`config.mk`:
```
export PLATFORM = sky130hd
export DESIGN_NAME = fast_link_down_monitor
export DESIGN_NICKNAME = d
export VERILOG_FILES = /design/src/shared/fld_pkg.sv /design/src/shared/crit_if.sv /design/src/hdl/fast_link_down_monitor.sv /design/src/hdl/occ_counter.sv
export SDC_FILE = /design/constraint.sdc
export NUM_CORES = 1
export LEC_CHECK = 0
export ABC_AREA = 1
export BUFFER_PORTS_ARGS = -buffer_cell sky130_fd_sc_hd__buf_2
export CAP_MARGIN = 20
export CORE_ASPECT_RATIO = 1.4
export CORE_MARGIN = 4
export CORE_UTILIZATION = 49
export DETAILED_ROUTE_END_ITERATION = 7
export PLACE_DENSITY_LB_ADDON = 0.2
export SLEW_MARGIN = 10
export SYNTH_ARGS = -nofsm -noshare
export SYNTH_HDL_FRONTEND = slang
export SYNTH_SLANG_ARGS = --single-unit
```
`constraint.sdc`:
```
create_clock -name clk_i -period 1.9 [get_ports clk_i]
set_input_delay 0.095 -clock clk_i [delete_from_list [all_inputs] [get_ports clk_i]]
set_output_delay 0.095 -clock clk_i [all_outputs]
set_load 0.02 [all_outputs]
```
`src/shared/fld_pkg.sv`:
```
/*
 * Constants for the fast link-down monitor: register map, field layout,
 * reset values and timing counts.
 * Assumes a 20 MHz core clock and word-wide Wishbone register access.
 */
package fld_pkg;

	// Clock period and the derived window lengths.
	localparam int unsigned CLK_PERIOD_NS = 50;
	localparam int unsigned FAST_WIN_US   = 10;
	localparam int unsigned FAST_WIN_CYC  = (FAST_WIN_US * 1000) / CLK_PERIOD_NS;
	localparam int unsigned DEF_WIN_MS    = 1;
	localparam int unsigned DEF_WIN_CYC   =
		(DEF_WIN_MS * 1000000) / CLK_PERIOD_NS;

	// Occurrence thresholds per window.
	localparam int unsigned RXERR_LIMIT = 32;
	localparam int unsigned MLT3_LIMIT  = 20;
	localparam int unsigned SQ_LIMIT    = 20;

	// Register indices; the byte address is four times the index.
	localparam logic [7:0] LINK_DOWN_CONTROL_IDX = 8'h0B;
	localparam logic [7:0] LINK_DROP_STATUS_IDX  = 8'h0F;

	// Field positions shared by the enable and the cause registers, except the cause-only F_DEFWIN.
	localparam int unsigned F_RXERR  = 0;
	localparam int unsigned F_MLT3   = 1;
	localparam int unsigned F_SQ     = 2;
	localparam int unsigned F_ENERGY = 3;
	localparam int unsigned F_DEFWIN = 4;
	localparam int unsigned N_CRIT   = 4;

	// Reset values.
	localparam logic [15:0] CONTROL_RST = 16'h0000;
	localparam logic [15:0] STATUS_RST  = 16'h0000;

	// Three-level line symbol codes.
	localparam logic [1:0] SYM_ZERO  = 2'h0;
	localparam logic [1:0] SYM_PLUS  = 2'h1;
	localparam logic [1:0] SYM_MINUS = 2'h3;

endpackage

```
`src/shared/crit_if.sv`:
```
/*
 * Carrier between the monitor and one occurrence counter.
 * Assumes both ends run on the same clock.
 */
`timescale 1ns/1ps
`default_nettype none

interface crit_if;
	logic ev;   // One occurrence this cycle.
	logic clr;  // Restart the count.
	logic met;  // Threshold reached by this occurrence.
	modport counter (input ev, input clr, output met);
	modport monitor (output ev, output clr, input met);
endinterface

`default_nettype wire

```
`src/hdl/fast_link_down_monitor.sv`:
```
/*
 * Link-loss monitor of a 10/100 PHY receive path: default long window
 * or fast 10 us windows with four criteria, plus a Wishbone register pair.
 * Assumes all event inputs come from logic on clk_i, one bit per cycle.
 */
`timescale 1ns/1ps
`default_nettype none

module fast_link_down_monitor
	import fld_pkg::*;
#(
	parameter int unsigned DEF_WIN = fld_pkg::DEF_WIN_CYC
) (
	// Clock and reset.
	input  wire logic        clk_i,
	input  wire logic        rst_i,
	// Wishbone slave.
	input  wire logic        cyc_i,
	input  wire logic        stb_i,
	input  wire logic        we_i,
	input  wire logic [7:0]  adr_i,
	input  wire logic [3:0]  sel_i,
	input  wire logic [31:0] dat_i,
	output logic      [31:0] dat_o,
	output logic             ack_o,
	// Receive path indications.
	input  wire logic        speed100_i,
	input  wire logic        rx_err_i,
	input  wire logic        sym_valid_i,
	input  wire logic [1:0]  sym_i,
	input  wire logic        sq_low_i,
	input  wire logic        energy_lost_i,
	// Link verdict.
	output logic             link_drop_o
);
	import fld_pkg::*;

	// The timer must hold the longer of the two windows, so that a short
	// default window chosen for quick runs never truncates the fast one.
	localparam int unsigned WIN_MAX =
		(DEF_WIN > FAST_WIN_CYC) ? DEF_WIN : FAST_WIN_CYC;
	localparam int unsigned WIN_W = $clog2(WIN_MAX + 1);
	localparam logic [WIN_W-1:0] FAST_LAST = WIN_W'(FAST_WIN_CYC - 1);
	localparam logic [WIN_W-1:0] DEF_LAST  = WIN_W'(DEF_WIN - 1);

	typedef struct packed {
		logic [15:0]      ctrl;
		logic [15:0]      status;
		logic             ack;
		logic [31:0]      rdata;
		logic [WIN_W-1:0] win;
		logic [1:0]       prev_sym;
		logic [1:0]       last_nz;
		logic             sq_prev;
		logic             drop;
	} mon_state_t;

	mon_state_t s_q;
	mon_state_t s_d;

	crit_if rx_c ();
	crit_if ml_c ();
	crit_if sq_c ();

	// A symbol breaks the three-level rule when it is illegal, jumps
	// between the two non-zero levels, or repeats the last non-zero level
	// after a zero instead of alternating.
	function automatic logic mlt3_bad(input logic [1:0] prev,
			input logic [1:0] last_nz, input logic [1:0] cur);
		logic cur_nz;
		cur_nz = (cur != SYM_ZERO);
		mlt3_bad = 1'b0;
		if (cur != SYM_ZERO && cur != SYM_PLUS && cur != SYM_MINUS) begin
			mlt3_bad = 1'b1;
		end else if (cur_nz && prev != SYM_ZERO && cur != prev) begin
			mlt3_bad = 1'b1;
		end else if (cur_nz && prev == SYM_ZERO && cur == last_nz) begin
			mlt3_bad = 1'b1;
		end
	endfunction

	// Sixteen-bit register write with byte lanes.
	function automatic logic [15:0] lane_wr(input logic [15:0] old,
			input logic [31:0] d, input logic [3:0] sel);
		lane_wr = old;
		if (sel[0]) begin
			lane_wr[7:0] = d[7:0];
		end
		if (sel[1]) begin
			lane_wr[15:8] = d[15:8];
		end
	endfunction

	logic       fast_mode;
	logic       win_end;
	logic       bus_req;
	logic [3:0] hit;
	logic       wr_ctrl;
	logic       wr_stat;
	logic [15:0] clr_mask;
	logic [15:0] set_mask;

	assign fast_mode = |s_q.ctrl[N_CRIT-1:0];
	assign win_end   = fast_mode ? (s_q.win == FAST_LAST)
	                             : (s_q.win == DEF_LAST);
	assign bus_req   = cyc_i && stb_i && !s_q.ack;
	assign wr_ctrl   = bus_req && we_i
	                   && adr_i == {LINK_DOWN_CONTROL_IDX[5:0], 2'b00};
	assign wr_stat   = bus_req && we_i
	                   && adr_i == {LINK_DROP_STATUS_IDX[5:0], 2'b00};

	// Event feeds and window clears for the three counting criteria.
	assign rx_c.ev  = rx_err_i && s_q.ctrl[F_RXERR];
	assign ml_c.ev  = s_q.ctrl[F_MLT3] && speed100_i && sym_valid_i
	                  && mlt3_bad(s_q.prev_sym, s_q.last_nz, sym_i);
	assign sq_c.ev  = s_q.ctrl[F_SQ] && sq_low_i && !s_q.sq_prev;
	assign rx_c.clr = win_end || s_q.drop;
	assign ml_c.clr = win_end || s_q.drop;
	assign sq_c.clr = win_end || s_q.drop;

	// Any enabled criterion that is met drops the link.
	assign hit[F_RXERR]  = rx_c.met;
	assign hit[F_MLT3]   = ml_c.met;
	assign hit[F_SQ]     = sq_c.met;
	assign hit[F_ENERGY] = s_q.ctrl[F_ENERGY] && energy_lost_i;

	occ_counter #(.LIMIT(RXERR_LIMIT), .W(6)) u_rx (
		.clk_i (clk_i),
		.rst_i (rst_i),
		.c     (rx_c.counter)
	);
	occ_counter #(.LIMIT(MLT3_LIMIT), .W(5)) u_ml (
		.clk_i (clk_i),
		.rst_i (rst_i),
		.c     (ml_c.counter)
	);
	occ_counter #(.LIMIT(SQ_LIMIT), .W(5)) u_sq (
		.clk_i (clk_i),
		.rst_i (rst_i),
		.c     (sq_c.counter)
	);

	// Status masks: a cause that arrives in the clearing cycle survives.
	always_comb begin
		set_mask = '0;
		clr_mask = '0;
		if (fast_mode) begin
			set_mask[N_CRIT-1:0] = hit;
		end else if (win_end && energy_lost_i) begin
			set_mask[F_DEFWIN] = 1'b1;
		end
		if (wr_stat) begin
			clr_mask = lane_wr(16'h0000, dat_i, sel_i);
		end
	end

	// Next state: window timer, line history, registers and bus answer.
	always_comb begin
		s_d      = s_q;
		s_d.ack  = bus_req;
		s_d.drop = 1'b0;
		s_d.sq_prev = sq_low_i;
		if (win_end || s_q.drop) begin
			s_d.win = '0;
		end else begin
			s_d.win = s_q.win + WIN_W'(1);
		end
		// The default window only drops when loss lasted all of it.
		if (!fast_mode) begin
			if (!energy_lost_i) begin
				s_d.win = '0;
			end
			s_d.drop = win_end && energy_lost_i;
		end else begin
			s_d.drop = |hit;
		end
		if (sym_valid_i) begin
			s_d.prev_sym = sym_i;
			if (sym_i != SYM_ZERO) begin
				s_d.last_nz = sym_i;
			end
		end
		if (wr_ctrl) begin
			s_d.ctrl = lane_wr(s_q.ctrl, dat_i, sel_i);
		end
		s_d.status = (s_q.status & ~clr_mask) | set_mask;
		s_d.rdata = '0;
		if (bus_req && !we_i) begin
			if (adr_i == {LINK_DOWN_CONTROL_IDX[5:0], 2'b00}) begin
				s_d.rdata = {16'h0000, s_q.ctrl};
			end else if (adr_i == {LINK_DROP_STATUS_IDX[5:0], 2'b00}) begin
				s_d.rdata = {16'h0000, s_q.status};
			end
		end
	end

	always_ff @(posedge clk_i) begin
		if (rst_i) begin
			s_q        <= '0;
			s_q.ctrl   <= CONTROL_RST;
			s_q.status <= STATUS_RST;
		end else begin
			s_q <= s_d;
		end
	end

	// Answers come from flip-flops; unmapped reads return zero.
	assign dat_o       = s_q.rdata;
	assign ack_o       = s_q.ack;
	assign link_drop_o = s_q.drop;

endmodule // fast_link_down_monitor

`default_nettype wire

```
`src/hdl/occ_counter.sv`:
```
/*
 * Counts occurrences of one criterion inside the current window.
 * Assumes the monitor clears it at every window start and every drop.
 */
`timescale 1ns/1ps
`default_nettype none

module occ_counter #(
	parameter int unsigned LIMIT = 20,
	parameter int unsigned W     = 6
) (
	// Clock and reset.
	input  wire logic   clk_i,
	input  wire logic   rst_i,
	// Monitor side.
	crit_if.counter     c
);
	import fld_pkg::*;

	typedef struct packed {
		logic [W-1:0] cnt;
	} occ_state_t;

	occ_state_t s_q;
	occ_state_t s_d;

	localparam logic [W-1:0] LAST = W'(LIMIT - 1);

	// The occurrence that reaches the limit reports at once.
	assign c.met = c.ev && (s_q.cnt == LAST);

	// Clear wins over counting, so no count leaks into the next window.
	always_comb begin
		s_d = s_q;
		if (c.clr) begin
			s_d.cnt = '0;
		end else if (c.ev && s_q.cnt != LAST) begin
			s_d.cnt = s_q.cnt + W'(1);
		end
	end

	always_ff @(posedge clk_i) begin
		if (rst_i) begin
			s_q <= '0;
		end else begin
			s_q <= s_d;
		end
	end

endmodule // occ_counter

`default_nettype wire

```
==> summary.md <==
| Metric | Value |
|---|---|
| Crit path from | `s_q[6]` |
| Root buffer cell | `clkbuf_16` |
| Fmax | `0.6382 GHz` |
| Slew HR | `0.5356` |
| Die area | `9944 µm²` |
| IO Port Bufs | `55` |
| Power Density | `869.9 nW/µm²` |
| CTS Buf Count | `9` |
| Reg area | `1722 µm²` |
| Yosys warning total | `0` |
| Synth-to-Final Area Change | `12.11%` |
| Io pins | `90` |
| Gp weighted congestion | `0.8303` |
| H-tree depth | `3` |
| Most common cell after layout, fill and taps aside | `nand2_1` |
| Outcome | `finished clean` |
| Skew-Pair Late Insertion Delay | `0.34 ns` |
| Via density | `4.996` |
| Synth unique cells | `36` |
| Reg2reg path depth | `8` |
| Hold_ws | `0.02247 ns` |
| Syn_area_per_cell | `7.834 µm²` |
| Starting Density | `0.5017` |
| Startpoint Class | `flip-flop` |
| Seq/Total Area, Yosys | `0.4186` |
| Max Buffers Root-to-Sink | `2` |
| Nets | `624` |
| Pin count of the biggest net entering global routing | `24` |
| Total GRT Usage | `0.1733` |
| Reg-to-Reg Start | `s_q[6]` |
| WP data required | `2.12 ns` |
| Commonest cells after routing, fill and taps aside | `112 x nand2_1, 86 x dfxtp_1, 55 x buf_2` |
| Setup Skew | `0.003199 ns` |
| Reg-to-reg slack, setup | `0.33 ns` |
| Setup crit end | `u_sq.s_q[0]` |
| Gr ovfl total | `0` |
| Multi-input logic area | `1871 µm²` |
| Fin. max-slew vios | `0` |
| Setup Slack @ Placement | `0.3255 ns` |
| Detailed placement HPWL | `6166 µm` |
| Std cell rows | `39` |
| Setup bufs post-CTS | `0` |
| Final worst-path cycle share | `0.8247` |
| Peak supply drop | `0.6500 mV` |
| Setup Total Neg Slack | `0 ns` |
| Kind of critical path | `reg2reg` |
| First-pass GRT wire length | `13,730 µm` |
| Clock sink count | `86` |
| DR vias | `3,352` |
| Final WL | `8287 µm` |
| Final setup vio count | `0` |
| Post-CTS resize count | `0` |
| Clk slew on worst S/H paths | `0.06 ns` |
| Width of the die | `85.43 µm` |
| Crit-path max FO | `16` |
| Cell taking the most area after synthesis | `dfxtp_1` |
| Slew @ Worst Pin | `0.6958 ns` |
| Chip Height | `116.4 µm` |
| Vias in the first global route | `3,173` |
| TritonRoute pass-1 iters | `4` |
| Critical Path AT | `1.78 ns` |
| #FFs+latches synth | `86` |
| RSZ-0062 raised after global routing | `false` |
| Hold Crit Class | `in2reg` |
| Setup ws final | `0.3331 ns` |
| Leak | `1.838 nW` |
| Remaining DRCs | `0` |
| R2r endpoint | `u_sq.s_q[0]` |
| Final count of hold timing violations | `0` |
| Cts hold-fix bufs | `0` |
| Post-synth top area share | `0.4186` |
| Cell Area, Synth | `4113 µm²` |
| Fin crit period | `1.567 ns` |
| Layout cell share with drive strength beyond 1 | `0.2250` |
| Core area | `8198 µm²` |
| Remaining antenna violation count | `0` |
| Max-Cap Viols | `0` |
| Leading post-synthesis cells by cell area | `dfxtp_1 42%, nand2_1 10%, buf_4 6.2%` |
| DRT iter0 DRCs | `143` |
| Syn Inst Count | `525` |
| CTS tree | `built` |
| Filler cell count | `788` |
| Initial antenna violation count | `0` |
| Wire per inst | `12.35 µm` |
| CP Capture Type | `flip-flop` |
| Diodes inserted | `0` |
==> metrics by stage <==
| step | area [µm²] | std cells | total power [W] | util |
|---|---|---|---|---|
| after floorplan | 4169 | 540 | 0.001997 | - |
| after global placement | 4262 | 655 | 0.002032 | 0.5198 |
| after detailed placement | 4262 | 655 | 0.002036 | 0.5198 |
| after CTS | 4611 | 671 | 0.004067 | 0.5624 |
| after global routing | 4611 | 671 | 0.004151 | 0.5624 |
| final | 4611 | 671 | 0.004011 | 0.5624 |
==> cell families (layout without fill, tap and decap cells) <==
logic type,after synthesis,after routing,share of synthesized area
simple gates,233,233,0.2911
buf+inv,108,137,0.1402
flops,86,86,0.4186
compound gates,78,78,0.1050
xor+xnor,15,15,0.03194
fa+ha+maj,4,4,0.01217
other cells,1,16,0.0009118
==> worst min-delay path by stage <==
stage | startpoint | to | slack, ns | cells after the start
finish | dat_i[4] | s_q[74] | 0.02 | 3
global route | dat_i[7] | s_q[77] | 0.02 | 3
CTS | dat_i[7] | s_q[77] | 0.009 | 3
detailed placement | dat_i[7] | s_q[77] | 0.37 | 3
global placement | dat_i[7] | s_q[77] | 0.37 | 3
floorplan | dat_i[4] | s_q[74] | 0.24 | 2
==> cell usage after synthesis (all sizes together) <==
cell type	instances
xnor2	4
conb	1
o21bai	1
nor3	7
clkinv	1
nor2	50
nand4	18
or2	3
inv	60
a21oi	56
nand3b	4
nand2	115
xor2	11
ha	4
o31ai	1
clkbuf	2
dfxtp	86
nand3	36
buf	45
o21ai	20
==> where the power goes <==
part / switching, W / total, W / internal [W]
Sequential: 0.00000624 / 0.00182 / 0.00181
Clock: 0.000694 / 0.00202 / 0.00132
Combinational: 0.000124 / 0.000176 / 0.0000515
Total: 0.000825 / 0.00401 / 0.00319
==> final cells by class <==
cell class / count / area share
clock inverter: 5 / 0.02307
timing repair buffer: 60 / 0.06784
inverter: 61 / 0.04966
tap: 102 / 0.02768
sequential: 86 / 0.3734
multi-input combinational: 346 / 0.4057
clock buffer: 11 / 0.05265
==> registers in the layout, indices dropped and copies added (netlist names) <==
name,flops
s_q,52
dat_o,16
u_rx.s_q,6
u_ml.s_q,5
u_sq.s_q,5
ack_o,1
link_drop_o,1
==> worst max-delay path: stages, from the launching register on <==
cell	delay, ns
dfxtp_1	0.37
ha_1	0.20
nand2_1	0.08
clkinv_1	0.08
nand3_2	0.09
nor3_4	0.19
nand3_4	0.13
nand2_4	0.22
a21oi_1	0.07
==> layer usage <==
metal  GRT usage  vias up  share of wire
li1            -     1712              -
met1      0.1835     1543           0.40
met2      0.3211       82           0.52
met3     0.05081       15          0.058
met4     0.06758        0          0.019
met5           0        -              0
No activity file was read; power rests on OpenSTA's default activity.
